File: config.mk
export PLATFORM = sky130hd
export DESIGN_NAME = ebac_top
export DESIGN_NICKNAME = d
export VERILOG_FILES = /design/src/pkg/ebac_pkg.sv /design/src/ebac_osc_sync.sv /design/src/ebac_top.sv
export SDC_FILE = /design/constraint.sdc
export NUM_CORES = 1
export LEC_CHECK = 0
export ABC_AREA = 1
export BUFFER_PORTS_ARGS = -buffer_cell sky130_fd_sc_hd__buf_2
export CORE_MARGIN = 4
export CORE_UTILIZATION = 32
export CTS_BUF_LIST = sky130_fd_sc_hd__clkbuf_2
export DETAILED_ROUTE_END_ITERATION = 10
export PLACE_DENSITY = 0.43
export SYNTH_ARGS = -nofsm -noshare
export SYNTH_HDL_FRONTEND = slang
export SYNTH_SLANG_ARGS = --single-unit
File: constraint.sdc
create_clock -name clk -period 2.74 [get_ports clk]
set_input_delay 0.274 -clock clk [delete_from_list [all_inputs] [get_ports clk]]
set_output_delay 0.274 -clock clk [all_outputs]
set_load 0.02 [all_outputs]
File: src/pkg/ebac_pkg.sv
// ****************************************************************
// constants for the byte access controller
// ****************************************************************
package ebac_pkg;
    // io addresses of the three access registers
    localparam logic [5:0] ADDR_OFFSET = 6'h1e;
    localparam logic [5:0] DATA_OFFSET = 6'h1d;
    localparam logic [5:0] CTRL_OFFSET = 6'h1c;
    // control register field positions
    localparam int READ_STROBE_BIT = 0;
    localparam int WRITE_STROBE_BIT = 1;
    localparam int MASTER_WRITE_ENABLE_BIT = 2;
    localparam int READY_INT_ENABLE_BIT = 3;
    // values after reset
    localparam logic [7:0] DATA_RESET = 8'h00;
    localparam logic [3:0] CTRL_RESET = 4'h0;
    // counts
    localparam int MWE_TIMEOUT_CYCLES = 4;
    localparam int WRITE_STALL_CYCLES = 2;
    localparam int READ_STALL_CYCLES = 4;
    localparam int WRITE_OSC_CYCLES = 4096;
    localparam int MEM_DEPTH = 64;
    localparam int ADDR_BITS = 6;
    // nominal write time in microseconds, informative
    localparam int WRITE_TIME_MIN_US = 3100;
    localparam int WRITE_TIME_MAX_US = 6800;
    // states of the write sequencer
    typedef enum logic [1:0] {
        EB_IDLE,
        EB_WRITING
    } ebac_wstate_t;
endpackage

File: src/ebac_osc_sync.sv
`timescale 1ns/1ps
`default_nettype none
// ****************************************************************
// two flop synchroniser with rising edge pulse for the rc oscillator
// ****************************************************************
module ebac_osc_sync (
    input  wire logic clk,
    input  wire logic reset,
    input  wire logic oscIn,
    output logic      oscTick
);
    logic stage1_reg;
    logic stage2_reg;
    logic stage3_reg;
    logic tick_reg;
    logic tickNext;

    // edge detect looks only at the second and third stage
    always_comb begin
        tickNext = stage2_reg & ~stage3_reg;
    end

    // register the chain
    always_ff @(posedge clk) begin
        if (reset) begin
            stage1_reg <= 1'b0;
            stage2_reg <= 1'b0;
            stage3_reg <= 1'b0;
            tick_reg   <= 1'b0;
        end else begin
            stage1_reg <= oscIn;
            stage2_reg <= stage1_reg;
            stage3_reg <= stage2_reg;
            tick_reg   <= tickNext;
        end
    end

    assign oscTick = tick_reg;
endmodule
`default_nettype wire

File: src/ebac_top.sv
`timescale 1ns/1ps
`default_nettype none
// How it works
// a started write lasts 4096 rc oscillator cycles
// setting the write strobe stalls the cpu two cycles
// setting the read strobe stalls the cpu four cycles
// address register holds six bits, top two read zero
// reset leaves the address register untouched
// data register feeds writes and receives read bytes
// control bits seven to four read zero
// ready interrupt is a level while enabled and write strobe clear
// master write enable clears itself four cycles after setting
// write strobe starts a write only with master enable set
// master enable sets only if the same write has strobe zero
// software sets master enable then strobe within four cycles
// write strobe clears when the write time ends
// read strobe fetches the byte and clears within the instruction
// software checks write strobe is zero before a read
// writing address or data during a write aborts it
// software keeps interrupts off during the last write steps
// write strobe reads one while busy, new starts ignored
module ebac_top #(
    parameter int WRITE_OSC_CYCLES = ebac_pkg::WRITE_OSC_CYCLES
) (
    input  wire logic       clk,
    input  wire logic       reset,
    input  wire logic       ioWrite,
    input  wire logic       ioRead,
    input  wire logic [5:0] ioAddr,
    input  wire logic [7:0] ioWdata,
    input  wire logic       globalIntEnable,
    input  wire logic       rcOsc,
    output logic      [7:0] ioRdata,
    output logic            cpuStall,
    output logic            readyInterrupt
);
    // ****************************************************************
    // declarations
    // ****************************************************************
    localparam int OSC_W = $clog2(WRITE_OSC_CYCLES + 1);

    logic [5:0]  addr_reg;
    logic [5:0]  addrNext;
    logic [7:0]  data_reg;
    logic [7:0]  dataNext;
    logic        rie_reg;
    logic        rieNext;
    logic        mwe_reg;
    logic        mweNext;
    logic [2:0]  mweCnt_reg;
    logic [2:0]  mweCntNext;
    logic        busy_reg;
    logic        busyNext;
    logic [OSC_W-1:0] oscCnt_reg;
    logic [OSC_W-1:0] oscCntNext;
    logic [5:0]  wAddr_reg;
    logic [5:0]  wAddrNext;
    logic [7:0]  wData_reg;
    logic [7:0]  wDataNext;
    logic [2:0]  stall_reg;
    logic [2:0]  stallNext;
    logic [7:0]  rdata_reg;
    logic [7:0]  rdataNext;
    logic        irq_reg;
    logic        irqNext;
    logic        stallOut_reg;
    logic        stallOutNext;
    logic [7:0]  mem_reg [ebac_pkg::MEM_DEPTH];
    logic        oscTick;
    logic        ctrlWr;
    logic        startWrite;
    logic        startRead;
    logic        abortWrite;
    logic        writeDone;
    ebac_pkg::ebac_wstate_t wstate;

    // oscillator edge after two flop synchroniser
    ebac_osc_sync u_osc_sync (
        .clk     (clk),
        .reset   (reset),
        .oscIn   (rcOsc),
        .oscTick (oscTick)
    );

    // ****************************************************************
    // decode of control writes
    // ****************************************************************
    always_comb begin
        ctrlWr     = ioWrite && (ioAddr == ebac_pkg::CTRL_OFFSET);
        startWrite = ctrlWr && ioWdata[ebac_pkg::WRITE_STROBE_BIT]
                     && mwe_reg && !busy_reg;
        startRead  = ctrlWr && ioWdata[ebac_pkg::READ_STROBE_BIT] && !busy_reg;
        abortWrite = busy_reg && ioWrite
                     && ((ioAddr == ebac_pkg::ADDR_OFFSET)
                         || (ioAddr == ebac_pkg::DATA_OFFSET));
        writeDone  = busy_reg && oscTick
                     && (oscCnt_reg == OSC_W'(WRITE_OSC_CYCLES - 1));
        wstate     = busy_reg ? ebac_pkg::EB_WRITING : ebac_pkg::EB_IDLE;
    end

    // ****************************************************************
    // address, data and control bits
    // ****************************************************************
    always_comb begin
        addrNext = addr_reg;
        dataNext = data_reg;
        rieNext  = rie_reg;
        if (ioWrite && ioAddr == ebac_pkg::ADDR_OFFSET) begin
            addrNext = ioWdata[5:0];
        end
        if (ioWrite && ioAddr == ebac_pkg::DATA_OFFSET) begin
            dataNext = ioWdata;
        end
        if (startRead) begin
            dataNext = mem_reg[addr_reg];
        end
        if (ctrlWr) begin
            rieNext = ioWdata[ebac_pkg::READY_INT_ENABLE_BIT];
        end
    end

    // address register has no reset on purpose
    always_ff @(posedge clk) begin
        addr_reg <= addrNext;
    end

    // data and interrupt enable
    always_ff @(posedge clk) begin
        if (reset) begin
            data_reg <= ebac_pkg::DATA_RESET;
            rie_reg  <= ebac_pkg::CTRL_RESET[0];
        end else begin
            data_reg <= dataNext;
            rie_reg  <= rieNext;
        end
    end

    // ****************************************************************
    // master write enable with timeout
    // ****************************************************************
    always_comb begin
        mweNext    = mwe_reg;
        mweCntNext = mweCnt_reg;
        if (mwe_reg) begin
            mweCntNext = mweCnt_reg + 3'h1;
            if (mweCnt_reg == 3'(ebac_pkg::MWE_TIMEOUT_CYCLES - 1)) begin
                mweNext = 1'b0;
            end
        end
        if (startWrite) begin
            mweNext = 1'b0;
        end
        if (ctrlWr && ioWdata[ebac_pkg::MASTER_WRITE_ENABLE_BIT]
            && !ioWdata[ebac_pkg::WRITE_STROBE_BIT]) begin
            mweNext    = 1'b1;
            mweCntNext = 3'h0;
        end
    end

    always_ff @(posedge clk) begin
        if (reset) begin
            mwe_reg    <= 1'b0;
            mweCnt_reg <= 3'h0;
        end else begin
            mwe_reg    <= mweNext;
            mweCnt_reg <= mweCntNext;
        end
    end

    // ****************************************************************
    // self timed write sequencer
    // ****************************************************************
    always_comb begin
        busyNext   = busy_reg;
        oscCntNext = oscCnt_reg;
        wAddrNext  = wAddr_reg;
        wDataNext  = wData_reg;
        case (wstate)
            ebac_pkg::EB_IDLE: begin
                if (startWrite) begin
                    busyNext   = 1'b1;
                    oscCntNext = '0;
                    wAddrNext  = addr_reg;
                    wDataNext  = data_reg;
                end
            end
            ebac_pkg::EB_WRITING: begin
                if (abortWrite) begin
                    busyNext = 1'b0;
                end else if (writeDone) begin
                    busyNext = 1'b0;
                end else if (oscTick) begin
                    oscCntNext = oscCnt_reg + OSC_W'(1);
                end
            end
            default: begin
                busyNext = 1'b0;
            end
        endcase
    end

    always_ff @(posedge clk) begin
        if (reset) begin
            busy_reg   <= 1'b0;
            oscCnt_reg <= '0;
            wAddr_reg  <= 6'h00;
            wData_reg  <= 8'h00;
        end else begin
            busy_reg   <= busyNext;
            oscCnt_reg <= oscCntNext;
            wAddr_reg  <= wAddrNext;
            wData_reg  <= wDataNext;
        end
    end

    // ****************************************************************
    // storage array, committed when the write time ends
    // ****************************************************************
    genvar gi;
    generate
        for (gi = 0; gi < ebac_pkg::MEM_DEPTH; gi++) begin : g_mem
            always_ff @(posedge clk) begin
                if (writeDone && !abortWrite && wAddr_reg == 6'(gi)) begin
                    mem_reg[gi] <= wData_reg;
                end
            end
        end
    endgenerate

    // ****************************************************************
    // cpu stall, read mux and ready interrupt
    // ****************************************************************
    always_comb begin
        stallNext = (stall_reg != 3'h0) ? stall_reg - 3'h1 : 3'h0;
        if (startWrite) begin
            stallNext = 3'(ebac_pkg::WRITE_STALL_CYCLES);
        end
        if (startRead) begin
            stallNext = 3'(ebac_pkg::READ_STALL_CYCLES);
        end
        stallOutNext = (stallNext != 3'h0);
        case (ioAddr)
            ebac_pkg::ADDR_OFFSET: rdataNext = {2'b00, addrNext};
            ebac_pkg::DATA_OFFSET: rdataNext = dataNext;
            ebac_pkg::CTRL_OFFSET: rdataNext = {4'h0, rieNext, mweNext,
                                                busyNext, 1'b0};
            default:               rdataNext = 8'h00;
        endcase
        if (!ioRead) begin
            rdataNext = rdata_reg;
        end
        irqNext = rieNext && globalIntEnable && !busyNext;
    end

    always_ff @(posedge clk) begin
        if (reset) begin
            stall_reg    <= 3'h0;
            stallOut_reg <= 1'b0;
            rdata_reg    <= 8'h00;
            irq_reg      <= 1'b0;
        end else begin
            stall_reg    <= stallNext;
            stallOut_reg <= stallOutNext;
            rdata_reg    <= rdataNext;
            irq_reg      <= irqNext;
        end
    end

    assign ioRdata        = rdata_reg;
    assign cpuStall       = stallOut_reg;
    assign readyInterrupt = irq_reg;
endmodule
`default_nettype wire
# After elaboration in Yosys (flattened, before gate mapping)
# Memory sizes are Yosys's and may differ from the RTL's. A register that Yosys moved wholly into a read port is not among the register bits.
# Index checks and enable logic that the tools add are counted.
word_totals:
  romBits: 0
  ram_bits: 512
  memories: 1
  regBits: 64
  in_bits: 20
  elab_cells: 592
  out_inout_bits: 10
  latchBits: 0
classes:
  n_lt_le_gt_ge: 0
  addsub: 3
  bitwise: 2
  n_eq_ne: 73
  mux: 339
  mul: 0
  shifts: 0
  n_div: 0
  reduce_logical: 157
mem_list:
  columns: ["memory", "depth", "word_bits", "rd", "rd_ports_with_merged_regs", "wr", "line_no", "rtl"]
  rows:
  - ["mem_reg", 64, 8, 1, 1, 1, "ebac_top.sv:68", "logic [7:0] mem_reg [ebac_pkg::MEM_DEPTH];"]
op_table:
  columns: ["operator", "n"]
  rows:
  - ["$mux W8", 65]
  - ["$reduce_or A8 Y1", 63]
  - ["$mux W6", 64]
  - ["$mux W1", 200]
  - ["$eq A6 B6 Y1 const B", 32]
  - ["$eq A6 B5 Y1 const B", 19]
  - ["$logic_and A1 B1 Y1", 81]
  - ["$mux W13", 4]
  - ["$eq A6 B4 Y1 const B", 8]
  - ["$pmux W13 S2", 1]
  - ["$eq A6 B3 Y1 const B", 4]
  - ["$pmux W8 S3", 1]
  - ["$add A13 B1 Y13 const B", 1]
  - ["$eq A13 B12 Y1 const B", 1]
  - ["$eq A6 B2 Y1 const B", 2]
  - ["$mux W3", 3]
  - ["$eq A6 B1 Y1 const B", 1]
  - ["$logic_not A6 Y1", 1]
  - ["$ne A2 B2 Y1 const B", 3]
  - ["$reduce_bool A3 Y1", 2]
  - ["$reduce_and A5 Y1", 1]
  - ["$logic_not A1 Y1", 4]
  - ["$add A3 B1 Y3 const B", 1]
  - ["$eq A3 B2 Y1 const B", 1]
  - ["other kinds (11)", 11]

# Longest topological paths before layout
# Gate-level depths: netlist (run 1).
logic_depth:
  word_depth: 72
  depth_mapped: 16
  ltp_nobuf: 15

# Hierarchy
# A second synthesis (run 1) with hierarchy kept.
unflattened:
  hier_cells: 2120
  hier_area_um2: 23701.5
modules_own_cells:
  columns: ["mod", "instances", "cells_per_inst", "area_each_um2", "seq_area_each_um2"]
  rows:
  - ["ebac_top", 1, 2108, 23586.4, 16575.9]
  - ["ebac_osc_sync", 1, 12, 115.1, 80.1]

# Worst setup path after synthesis (run 1)
# Ideal clock, no wire load.
synth_path:
  path_type: "register to register"
  start: "reg oscCnt_reg[0]"
  end: "mem mem_reg[0][0] (enable)"
  period_less_slack_ps: 2149
  n_path_buf: 0
  t_required_ps: 2370
  path_slack_ps: 591
  arrival_time_ps: 1779
  stages_incl_launch_ff: 10
  setup_ps: 370
  cell_sequence: "dfxtp_1 > ha_1 > nand2_1 > inv_1 > nand4_1 > inv_1 > nand4_1 > nor2_1 > nand4_1 > nor2_1"
synth_between:
  elab_chain_len: 70
  word_cells_on_any_way: 384
  cone_classes: "eq/ne: 1; mux: 254; reduce/logical: 129"
synth_lines:
  columns: ["element", "line_no", "rtl"]
  rows:
  - ["from (decl)", "ebac_top.sv:54", "logic [OSC_W-1:0] oscCnt_reg;"]
  - ["from (signal assigned)", "ebac_top.sv:210", "oscCnt_reg <= oscCntNext;"]
  - ["$eq A13 B12 Y1 (*)", "ebac_top.sv:97", "&& (oscCnt_reg == OSC_W'(WRITE_OSC_CYCLES - 1));"]
  - ["$logic_and A1 B1 Y1 (*)", "ebac_top.sv:97", null]
  - ["$logic_and A1 B1 Y1 (*)", "ebac_top.sv:223", "if (writeDone && !abortWrite && wAddr_reg == 6'(gi)) begin"]
  - ["$logic_and A1 B1 Y1", "ebac_top.sv:223", null]
  - ["$mux W1", "ebac_top.sv:223", null]
  - ["$mux W1 (not written as such)", "ebac_top.sv:224", "mem_reg[gi] <= wData_reg;"]
  - ["$reduce_or A8 Y1 (no source line)", null, null]
  - ["$mux W6 (no source line) or $mux W1 (tied branches) (63 in series)", null, null]
  - ["to (decl)", "ebac_top.sv:68", null]
# Mark *: on every way between the ends. The rest lies on a longest branch, timed or not.

# Final worst setup path (run 1)
layout_path:
  start: "in ioAddr[4]"
  end: "reg mweCnt_reg[0]"
layout_between:
  elab_chain_len: 5
layout_lines:
  columns: ["element", "line_no", "rtl"]
  rows:
  - ["from (decl)", "ebac_top.sv:29", "input wire logic [5:0] ioAddr,"]
  - ["$eq A6 B5 Y1", "ebac_top.sv:89", "ctrlWr = ioWrite && (ioAddr == ebac_pkg::CTRL_OFFSET);"]
  - ["$logic_and A1 B1 Y1", "ebac_top.sv:89", null]
  - ["$logic_and A1 B1 Y1", "ebac_top.sv:153", "if (ctrlWr && ioWdata[ebac_pkg::MASTER_WRITE_ENABLE_BIT]"]
  - ["$logic_and A1 B1 Y1", "ebac_top.sv:154", "&& !ioWdata[ebac_pkg::WRITE_STROBE_BIT]) begin"]
  - ["$reduce_or A2 Y1 (no source line)", null, null]
  - ["to (signal assigned)", "ebac_top.sv:166", "mweCnt_reg <= mweCntNext;"]
  - ["to (decl)", "ebac_top.sv:50", "logic [2:0] mweCnt_reg;"]
# No other way between the ends.
# A chain may end at the register's enable or synchronous reset.

==> results of run 1 <==
## routing by layer
metal	track usage	wire [um]
met1	0.237	31300
met2	0.297	33900
met5	0	0
met3	0.0400	3470
met4	0.0600	1480
## cells by family after synthesis
kind of cell | share of synthesized area
AO/OA/AOI/OAI | 0.0441
XOR/XNOR | 0.000371
adder cells (fa/ha/maj) | 0.00159
buffers and inverters | 0.0405
flip-flops | 0.705
AND/OR/NAND/NOR | 0.208
## report_power, final
| part | switching [mW] | internal, mW | total, mW |
|---|---|---|---|
| Sequential | 0.0377 | 9.41 | 9.45 |
| Clock | 3.46 | 2.43 | 5.89 |
| Combinational | 1.48 | 0.658 | 2.14 |
## area by class of cell
type | instances | area, um^2 | area share
Clock buffer | 234 | 1170 | 0.0427
Clock inverter | 29 | 169 | 0.00616
Tap cell | 959 | 1200 | 0.0438
Inverter | 65 | 251 | 0.00918
Antenna cell | 1 | 2.50 | 0.0000913
Sequential cell | 576 | 16700 | 0.608
Timing Repair Buffer | 212 | 1920 | 0.0702
Multi-Input combinational cell | 1333 | 6020 | 0.220
## repair_timing
action                                 4_1_cts  5_1_grt
resized for setup                            0        3
hold buffers                                50        0
endpoints found under the hold margin       64        0
setup buffers                                0        7
setup endpoints to repair                    0       93
## per-stage QoR
stage	std cells	instance area, um^2
finish	3409	27400
global route	3409	27400
CTS	3401	27300
detailed placement	3088	25500
global placement	3088	25500
floorplan	2099	23600
## critical path, stage by stage
cell           delay (ns)
dlygate4sd3_1        0.54
buf_2                0.12
nand2_2              0.05
dlygate4sd3_1        0.60
nor2_4               0.13
nand2_4              0.09
nor2_8               0.13
nand3_1              0.07
dlygate4sd3_1        0.56
dlygate4sd3_1        0.58
nand2_1              0.11
dlygate4sd3_1        0.56
nor2_1               0.05
## layout by cell type (no fill, tap or decap), types with 6 or more instances in the layout
cell type,instances
a21oi_1,40
nor3_1,6
inv_2,11
buf_12,22
buf_2,29
clkbuf_2,234
o21ai_1,12
nand4_1,17
nand2_1,544
o21ai_0,92
clkinv_1,23
o22ai_1,31
buf_4,110
dfxtp_2,9
inv_1,52
dfxtp_1,53
nand3_1,384
edfxtp_1,512
dlygate4sd3_1,50
nor2_1,168
## final timing paths
path / start / to / slack [ns]
hold / removal: ioAddr[5] / ioRdata[1] / 0.32
setup / recovery: ioAddr[4] / mweCnt_reg[0] / 0.02
setup reg to reg: addr_reg[0] / ioRdata[3] / 0.22
hold reg to reg: u_osc_sync.stage3_reg / u_osc_sync.oscTick / 0.39
==> flow_results.org, run 1 <==
** Drt
- The detail route stage leaves a number of antenna-violating nets equal to 0.
- DR iter-0 viols :: 1,266
- Number of vias in the routed layout :: around 17,000
- The first detailed-routing pass ran for 7 iterations.
- After detailed routing, the number of vias per cell comes to 4.91.
- In the routed design, unresolved DRC markers number 0.
- The routed design has roughly 70,000 um of wire.
- Dividing the detail-routed wire length by the instance count gives 20.6 um.

** Floorplanning
- In this run the count of I/O pins placed on the die edge is 30.
- After floorplanning, the core was sized to cover approximately 0.073 mm^2.
- Total number of placement rows :: 99
- From bottom edge to top edge, the die measures approximately 280 um.
- In this run the horizontal extent of the chip is 280 um.
- The initial utilization of the core area, before any placement, comes to 0.323.
- The floorplan step defined a die boundary enclosing 0.0782 mm^2.

** Synthesis
- Counting distinct cell types in the post-synthesis netlist gives 38.
- Area share of the largest cell type after synthesis :: 0.651
- Number of synthesized flops with an enable pin :: approximately 510
- In the synthesized netlist the async set-or-reset flop fraction comes to 0.
- Most used flip-flop cell after synthesis :: edfxtp_1
- After synthesis the netlist holds a flip-flop and latch count of around 580.
- Counting instances in the post-synthesis netlist gives the leading cell types as nand2_1 (545), edfxtp_1 (512), nand3_1 (385), nor2_1 (168), o21ai_0 (92).
- Largest area contributor in the synthesized netlist :: edfxtp_1
- Yosys Warn Count :: 0
- Synthesis handed over a netlist of 2,099 instances.
- Post-Synthesis Cell Area :: 0.0236 mm^2
- Counting every net in the synthesized netlist gives around 2,100.
- Most frequently used cell type in the post-synthesis netlist :: nand2_1
- Share of the yosys chip area belonging to registers :: 0.705
- By area the synthesized netlist is led by edfxtp_1 (65%), nand2_1 (8.7%), nand3_1 (8.2%).
- Synthesized area divided by synthesized cell count :: about 11 um^2

** Global routing
- Vias in the first global route :: 17,100
- The initial antenna violation count came to 1.
- Overflow left after global routing :: 0
- First-pass GRT wire length :: 106,000 um
- Entering global routing, the biggest net connects 95 pins.
- Total global routing track utilization :: 0.180

** STA
- Final Cycle Share :: 0.991
- Setup violations remaining at the end of the flow were counted as 0.
- The number of endpoints with negative hold slack in the final report is 0.
- For the final database, setup skew stands at 0.0833 ns.
- The total count of max-transition violations in the final report is 0.
- Pin slew with the least headroom to its limit :: 0.826 ns
- Worst slew margin relative to its limit :: 0.449
- The worst path meets setup with 0.0248 ns of slack.
- Based on the critical path, the design can be clocked at up to 368 MHz.
- For the finished layout, the period the worst path requires is between 2 and 3 ns.
- In the final timing run, aggregate negative setup slack is 0 ns.
- The tightest hold path in the finished design has a slack of 0.324 ns.
- Setup repair after global routing left no endpoint under its margin.

** Placed design
- In this run the tool buffered the top-level ports with 29 buffer cells.
- After legalization and detailed placement, the total HPWL measured around 43,000 um.
- Setup Slack @ Placement :: -0.0589 ns
- Routability-driven placement finished with a final weighted congestion of 0.804.

** Critical path
- STA puts the critical path data required time at slightly below 4 ns.
- Critical Path Source Type :: input port
- The worst register-to-register path has a depth of 14.
- The worst setup path is captured at a flip-flop.
- In this run the worst path has a maximum fanout of 6.
- The worst setup path is of the input port to flip-flop kind.
- Data arrives at the worst endpoint at 3.86 ns.

** Clock network
- Total number of clock tree sinks :: 576
- At the later pin of the worst-skew pair, clock insertion delay measures 1.25 ns.
- In this run, CTS created clock tree buffers numbering ~150.
- CTS H-Tree Depth :: 4
- TritonCTS built the clock tree.
- The tree is rooted in a clkbuf_2.
- The longest clock path from root to sink contains 3 buffers.
- Clock-pin slew was measured on the worst setup and hold paths at 0.11 ns.

** Min path
- Worst Hold Class :: input port to flip-flop
- Counting instances, the worst hold path has a depth of 11.

** Pwr
- The worst-case IR drop observed on VDD is 0.274 mV.
- Power after layout :: 17.5 mW
- Power spread over the standard cell area amounts to 638 mW/mm^2.
- The analysis attributes to cell leakage a power of 10.3 nW.

** Layout
- Share of the core filled with cells :: 0.375
- Relative to the synthesized area, the layout overhead comes to 16.0%.
- Flip-flop count of the largest register, all copies and words added :: roughly 510
- Fraction of layout cells with a size suffix above 1 :: 0.184
- Counting the fill cells in the layout gives 7,290.
- Net total in the final layout :: 2,362

** Run status
- The flow ran to the end, and the final reports show no timing, DRC or antenna violations.

** Job
- Max-cap violations in this run came to 0.
(Power assumes the default switching activity.)
==> inputs of run 2 (changes only) <==
--- a/config.mk
+++ b/config.mk
@@ -7,11 +7,14 @@
 export LEC_CHECK = 0
 export ABC_AREA = 1
 export BUFFER_PORTS_ARGS = -buffer_cell sky130_fd_sc_hd__buf_2
+export CELL_PAD_IN_SITES_DETAIL_PLACEMENT = 2
+export CELL_PAD_IN_SITES_GLOBAL_PLACEMENT = 2
 export CORE_MARGIN = 4
 export CORE_UTILIZATION = 32
 export CTS_BUF_LIST = sky130_fd_sc_hd__clkbuf_2
 export DETAILED_ROUTE_END_ITERATION = 10
-export PLACE_DENSITY = 0.43
+export PLACE_DENSITY = 0.59
+export RECOVER_POWER = 25
 export SYNTH_ARGS = -nofsm -noshare
 export SYNTH_HDL_FRONTEND = slang
 export SYNTH_SLANG_ARGS = --single-unit
==> flow_results.org, run 2 (synthesis gave the netlist of run 1 again) <==
** Run status
- Status :: finished, violations left
- The checks that failed: max-capacitance violations, max-slew violations.

** Critical path
- Worst path top cell family by delay :: buffers and inverters
- Walking the worst path, the cells encountered are dlygate4sd3_1 -> buf_2 -> nand2_1 -> dlygate4sd3_1 -> nor2_4 -> nand3_1 -> inv_2 -> nand2_2 -> nor2_1 -> dlygate4sd3_1 -> a21oi_1 -> dlygate4sd3_1 -> nand2_1 -> nand2_1 -> nand2_1 -> a21oi_1.
- Reg2Reg Depth :: 13
- STA classifies the critical path startpoint as an input port.
- Setup CP Type :: input port to flip-flop
- Slowest cell on crit path :: dlygate4sd3_1
- STA classifies the critical path endpoint as a flip-flop.
- Of all nets on the critical path, the largest fanout is 12.
- In this run the critical register-to-register path is launched from addr_reg[0].
- Critical path buffer and inverter count :: 6
- Register-to-register path setup slack :: 0.15 ns
- In this run the critical register-to-register path is captured at ioRdata[6].
- Signal arrival time at the worst endpoint :: ~3.8 ns
- For this run, the slowest stage of the critical path takes 0.61 ns.
- Data on the critical path is required at its endpoint by 3.90 ns.

** Floorplanning
- I/O pin cnt :: 30
- Row generation in the floorplan step produced 99 rows.
- Initial core utilization :: 0.323
- After floorplanning, the core was sized to cover approximately 0.073 mm^2.
- In this run the horizontal extent of the chip is 280 um.
- The die covers 0.0782 mm^2.
- The die is around 280 um tall.

** Placed design
- Summing all placed instances gives a cell area of approximately 0.026 mm^2.
- The congestion estimate from routability-driven global placement came to about 0.78.
- Buffers placed on the I/O ports in this run total 29.
- The HPWL after detailed placement is approximately 50,000 um.

** Drt
- Number of detailed-routing iterations run before antenna repair :: 5
- DR iter-0 viols :: 1,087
- For this run, design rule violations remaining after detail routing come to 0.
- Routed length per instance :: 23.6 um
- After detailed routing, the number of vias per cell comes to between 5 and 6.
- Drt total wl :: 81,000 um
- Number of vias in the routed layout :: 17,400
- The count of nets left with antenna violations once routing finished came out at 0.

** Min path
- End point of the most critical hold path :: addr_reg[1]
- Along the worst hold path, the cell count comes to 5.
- Worst Min Path Start :: ioWrite
- Worst Hold Class :: input port to flip-flop

** Layout
- Flip-flop count of the largest register, all copies and words added :: 512
- Leaving out fill and tap cells, the most frequent cell in the layout is nand2_1.
- The finished cells cover between 0.02 and 0.03 mm^2.
- In the final layout, the share of cells above drive strength 1 is 0.181.
- Leaving out fill and tap cells, the most frequent cells in the layout are nand2_1 (544), edfxtp_1 (512), nand3_1 (385), clkbuf_2 (234), nor2_1 (169).
- Net total in the final layout :: 2,381
- From synthesis to final layout, the design area changed by 16.5%.

** Pwr
- Summed over all nets, the switching power comes to 5.39 mW.
- Internal power comes to 12.6 mW.
- The share of total power dissipated in the clock network is 0.346.
- Of the total power, combinational logic draws 0.128.
- Of the total power, registers draw 0.526.
- Leakage power summed over all cells :: roughly 10 nW
- Power after layout :: 17.9 mW
- IR analysis of the VDD net gives a maximum drop of between 0.2 and 0.3 mV.
- Pwr dens :: 652 mW/mm^2
- Of the total power, the share spent switching nets is 0.301.

** Clock network
- The tree is rooted in a clkbuf_2.
- Number of buffers created by CTS :: 157
- No sink is reached through more buffers than the 3 on the longest clock path.
- Clock latency on the worst-skew pair, taken at its later pin, is 1.35 ns.
- CTS H-Tree Depth :: 4
- After clock tree synthesis, the clock-pin slew on the worst setup and hold paths is around 0.1 ns.
- Total number of clock tree sinks :: 576
- TritonCTS built the clock tree.

** Global routing
- The first global-routing pass estimated 122,000 um of wire.
- Vias in the first global route :: 19,200
- Pin count of the biggest net entering global routing :: 97
- In this run the most used layer during global routing was met2.
- Total global routing track utilization :: 0.209
- Overflow left after global routing :: 0
- Antenna violations before repair :: 2
- In the global route stage, met2 resource usage came out at 0.352.
- GR Layer Usage met3 :: 0.0432
- GR Util met1 :: 0.276

** STA
- Final Max Tran Viols :: 309
- Setup repair after global routing left no endpoint under its margin.
- For the pin with the worst max-slew slack, the measured transition is ~2.1 ns.
- Final Cycle Share :: 0.963
- The worst pin sits at a relative slew slack of -0.422.
- Setup total negative slack on the finished layout was measured at 0 ns.
- Maximum achievable frequency :: 379 MHz
- Hold Violations, Final :: 0
- Hold timing on the final database bottoms out at a slack of 0.0957 ns.
- Worst clock skew on the final layout :: 0.0826 ns
- Post-layout minimum cycle time :: 2.64 ns
- Setup violations remaining at the end of the flow were counted as 0.

** Job
- Max-capacitance violation count :: 6
-- run 2: metrics by stage --
step	instances	utilization	worst slack, ns
2_1_floorplan	2099	-	0.591
6_report	3437	0.377	0.101
3_5_place_dp	3107	0.351	0.0999
5_1_grt	3436	0.377	0.0279
4_1_cts	3433	0.378	0.0600
3_3_place_gp	3107	0.351	0.135
-- run 2: cell type report --
cell class | count | area [um^2]
Fill cell | 7876 | 45600
Tap cell | 959 | 1200
Sequential cell | 576 | 16700
Clock buffer | 229 | 1150
Inverter | 65 | 259
Multi-Input combinational cell | 1333 | 6000
Clock inverter | 46 | 264
Antenna cell | 4 | 10.0
Timing Repair Buffer | 225 | 1980
-- run 2: routing by layer --
metal,share of wire,up-vias
met2,0.49,356
li1,-,8001
met5,0,-
met4,0.016,0
met1,0.45,8903
met3,0.041,109
-- run 2: power by group through the flow --
stage                     clock network [mW]  logic [mW]  registers (mW)
after floorplan                            0        1.38            9.62
after global placement                     0        2.24            9.64
after detailed placement                   0        2.27            9.64
after CTS                               6.51        2.33            9.44
after global routing                    7.02        2.53            9.45
final                                   6.20        2.30            9.44
-- run 2: worst register-to-register path: cells and delay by family (launching register included) --
kind	cells	cell delay (ns)
compound gates	3	0.44
buf+inv	3	0.58
flops	1	0.47
simple gates	7	1.00
-- run 2: worst max-delay path by stage --
stage	start	endpoint	cells past startpoint
3_5_place_dp	ioAddr[4]	mem_reg[55][2]	13
4_1_cts	oscCnt_reg[1]	mem_reg[39][0]	12
6_report	ioAddr[3]	ioRdata[4]	16
2_1_floorplan	oscCnt_reg[0]	mem_reg[0][0]	9
3_3_place_gp	ioAddr[5]	mem_reg[55][5]	14
5_1_grt	addr_reg[0]	ioRdata[4]	16
-- run 2: what timing repair did --
action	4_1_cts	5_1_grt
buffers inserted	0	1
resized for setup	0	3
hold buffers	51	0
setup endpoints to repair	0	152
endpoints found under the hold margin	64	0
==> inputs of run 3 (changes only) <==
--- a/config.mk
+++ b/config.mk
@@ -5,7 +5,7 @@
 export SDC_FILE = /design/constraint.sdc
 export NUM_CORES = 1
 export LEC_CHECK = 0
-export ABC_AREA = 1
+export ABC_AREA = 0
 export BUFFER_PORTS_ARGS = -buffer_cell sky130_fd_sc_hd__buf_2
 export CELL_PAD_IN_SITES_DETAIL_PLACEMENT = 2
 export CELL_PAD_IN_SITES_GLOBAL_PLACEMENT = 2
@@ -13,7 +13,7 @@
 export CORE_UTILIZATION = 32
 export CTS_BUF_LIST = sky130_fd_sc_hd__clkbuf_2
 export DETAILED_ROUTE_END_ITERATION = 10
-export PLACE_DENSITY = 0.59
+export PLACE_DENSITY = 0.53
 export RECOVER_POWER = 25
 export SYNTH_ARGS = -nofsm -noshare
 export SYNTH_HDL_FRONTEND = slang
==> flow_results.org, run 3 <==
** STA
- Pin slew with the least headroom to its limit :: between 1.5 and 2 ns
- The worst pin sits at a relative slew slack of -0.184.
- WHS :: 0.234 ns
- For this run, the top clock speed supported by timing is ~360 MHz.
- The total count of max-transition violations in the final report came to 66.
- Total negative slack :: -0.0476 ns
- Setup violations remaining at the end of the flow were counted as 1.
- Final WS setup :: -0.0476 ns
- The clock arrives with 0.0820 ns of skew.
- Hold Violations, Final :: 0
- Dividing the final minimum period by the clock period gives 1.02.
- The routed design could run at a clock period as short as 2.79 ns.

** Synthesis
- Most used flip-flop cell after synthesis :: edfxtp_1
- The number of different library cells used by synthesis comes to 56.
- Share of the yosys chip area belonging to registers :: 0.733
- Post-Synthesis Cell Area :: around 0.023 mm^2
- In the synthesized netlist, the number of instances is 1,218.
- Counting flops with an async set or reset pin after synthesis yields a share of 0.
- Number of synthesized flops with an enable pin :: around 510
- Cell types occupying the most area after synthesis :: edfxtp_1 (68%), mux4_2 (13%), dfxtp_1 (5.6%)
- For this run, the number of Yosys warnings is 0.
- Of the post-synthesis cell area, the dominant cell type holds 0.677.
- After synthesis the netlist holds a flip-flop and latch count of between 500 and 600.
- Synthesized area divided by synthesized cell count :: roughly 19 um^2
- The commonest cells after synthesis are edfxtp_1 (512), mux4_2 (135), nor2_1 (116), dfxtp_1 (64), nand2_1 (46).
- When the netlist entered floorplanning its net count stood at 1,241.
- In the post-synthesis netlist, the cell with the most instances is edfxtp_1.
- Of all cell types, the one taking the most synthesized area is edfxtp_1.

** Layout
- Fill cells in the final layout number 6,981.
- Multi-input gate area :: 0.00573 mm^2
- Leaving out fill and tap cells, the most frequent cells in the layout are edfxtp_1 (512), clkbuf_2 (223), mux4_2 (135), buf_4 (131), nor2_1 (113).
- Fraction of layout cells with a size suffix above 1 :: 0.349
- Leading cell type in the layout, fill and taps excluded :: edfxtp_1
- Flip-flop count of the largest register, all copies and words added :: a little over 500
- Net total in the final layout :: 1,566
- Area added between synthesis and finish :: 19.3%
- Reg area :: approximately 0.017 mm^2

** Min path
- End point of the most critical hold path :: ioRdata[3]
- Worst hold path depth :: 6
- The worst hold path begins at ioWrite.
- Worst Hold Class :: input port to flip-flop

** Run status
- Failing checks :: max-capacitance violations, max-slew violations, negative setup slack
- Status :: finished, violations left

** Drt
- Detail-routed via count per cell :: 4.94
- The count of nets left with antenna violations once routing finished came out at 0.
- Drt total wl :: 67,600 um
- Remaining DRCs :: 0
- Routed length per instance :: 25.9 um
- The first routing iteration left 878 violations.
- Before antenna repair, the detailed router went through 5 iterations.
- The final route contains 12,900 vias.

** Floorplanning
- In this run the standard cell core region covers roughly 0.07 mm^2.
- The die covers 0.0753 mm^2.
- Initial core utilization :: 0.324
- I/O pin cnt :: 30
- In this run the vertical extent of the chip is 274 um.
- Total number of placement rows :: 97
- Measured along the x axis, the die boundary spans approximately 270 um.

** Clock network
- Total number of clock tree sinks :: ~580
- Clock transition at the registers of the reported paths :: roughly 0.11 ns
- The H-tree generated during clock tree synthesis spans 4 levels.
- Clock latency reported for the late side of the worst-skew pair :: 1.32 ns
- In this run the clock root is driven by a clkbuf_2.
- Number of buffers created by CTS :: 156
- The longest clock path from root to sink contains 3 buffers.
- Clock tree from TritonCTS :: yes

** Critical path
- In this run the critical register-to-register path is captured at data_reg[6].
- The worst setup path is of the input port to flip-flop kind.
- In this run the register-to-register setup slack is 0.11 ns.
- The number of cells on the worst reg-to-reg path is 8.
- The worst setup path is captured at a flip-flop.
- Max FO, Critical Path :: 7
- Among the stages of the critical path, the cell type that occurs most often is dlygate4sd3_1.
- The critical path starts at ioAddr[5].
- On the worst path, the slowest cell contributes a delay of 0.69 ns.
- Signal arrival time at the worst endpoint :: 3.95 ns
- Slowest cell on crit path :: dlygate4sd3_1
- The critical path goes through dlygate4sd3_1 -> buf_2 -> nand4b_1 -> dlygate4sd3_1 -> buf_4 -> nor3_2 -> dlygate4sd3_1 -> mux2i_1 -> nor2_1 -> and3_1 -> dlygate4sd3_1.
- For the worst setup path, the data required time is approximately 3.9 ns.
- Origin of the critical flop-to-flop path :: addr_reg[0]
- Critical Path Source Type :: input port

** Placed design
- Port-buffer cells :: 29
- Placer's final routability congestion estimate :: 0.735
- Detailed placement finished with a half-perimeter wire length of 43,300 um.

** Pwr
- For this design the static power due to leakage is 7.72 nW.
- IR analysis of the VDD net gives a maximum drop of 0.287 mV.
- For this design the ratio of total power to cell area is 629 mW/mm^2.

** Global routing
- For this run, the total global-route usage over all layers was measured as 0.184.
- The via count of the first global-routing pass is 14,500.
- First-pass GRT wire length :: 100,000 um
- Pin count of the biggest net entering global routing :: 66
- The initial antenna violation count came to 1.
- After global routing the overflow that remains totals 0.

** Job
- Max-capacitance violation count :: 1
-- run 3: where the power goes --
part	internal, mW	switching (mW)
Clock	2.58	3.74
Combinational	0.558	0.698
Sequential	9.42	0.0433
Total	12.6	4.48
-- run 3: layer usage --
layer,GRT usage,share of wire,wire length (um)
met5,0,0,0
met4,0.0566,0.020,1370
met3,0.0429,0.041,2790
met2,0.302,0.49,33300
met1,0.243,0.45,30100
-- run 3: final cells by class --
| type | count | area share |
|---|---|---|
| Multi-Input combinational cell | 567 | 0.211 |
| Clock buffer | 220 | 0.0406 |
| Tap cell | 940 | 0.0434 |
| Sequential cell | 576 | 0.615 |
| Inverter | 6 | 0.000831 |
| Antenna cell | 2 | 0.000185 |
| Timing Repair Buffer | 236 | 0.0745 |
| Clock inverter | 64 | 0.0143 |
-- run 3: critical path, delay by kind of cell --
kind	cells	cell delay [ns]
buf+inv	6	2.74
simple gates	4	0.73
mux	1	0.21
-- run 3: repair_timing --
item                                    in CTS  in global routing
setup buffers                                1                  0
hold endpoints to repair                    64                  0
hold buffers                                56                  0
endpoints found under the setup margin     323                423
gates cloned                                 0                  0
pin swaps                                    1                  0
resized for setup                            1                 11
-- run 3: logic make-up after synthesis --
logic type,share of synthesized area
adder cells (fa/ha/maj),0.00165
XOR/XNOR,0.00386
AO/OA/AOI/OAI,0.0313
multiplexers,0.158
flip-flops,0.733
AND/OR/NAND/NOR,0.0550
buffers and inverters,0.0173
-- run 3: worst max path at each step --
stage                                 to  slack, ns  cells after the start
after CTS                 mem_reg[47][6]      0.003                      9
after global placement    mem_reg[62][1]      -0.04                      9
final                     readyInterrupt      -0.05                     11
after detailed placement  mem_reg[62][6]      -0.17                      9
after global routing      readyInterrupt      -0.01                     11
after floorplan           mem_reg[14][0]       0.39                      6
-- run 3: per-stage QoR --
stage               power, mW   util  cells  setup WS [ns]  instance area (um^2)
floorplan                10.3      -   1218          0.392                 22700
global placement         10.9  0.357   2268        -0.0415                 25000
detailed placement       10.9  0.357   2268         -0.172                 25000
CTS                      17.4  0.386   2609        0.00264                 27100
global route             18.0  0.386   2610        -0.0104                 27100
finish                   17.0  0.386   2611        -0.0476                 27100
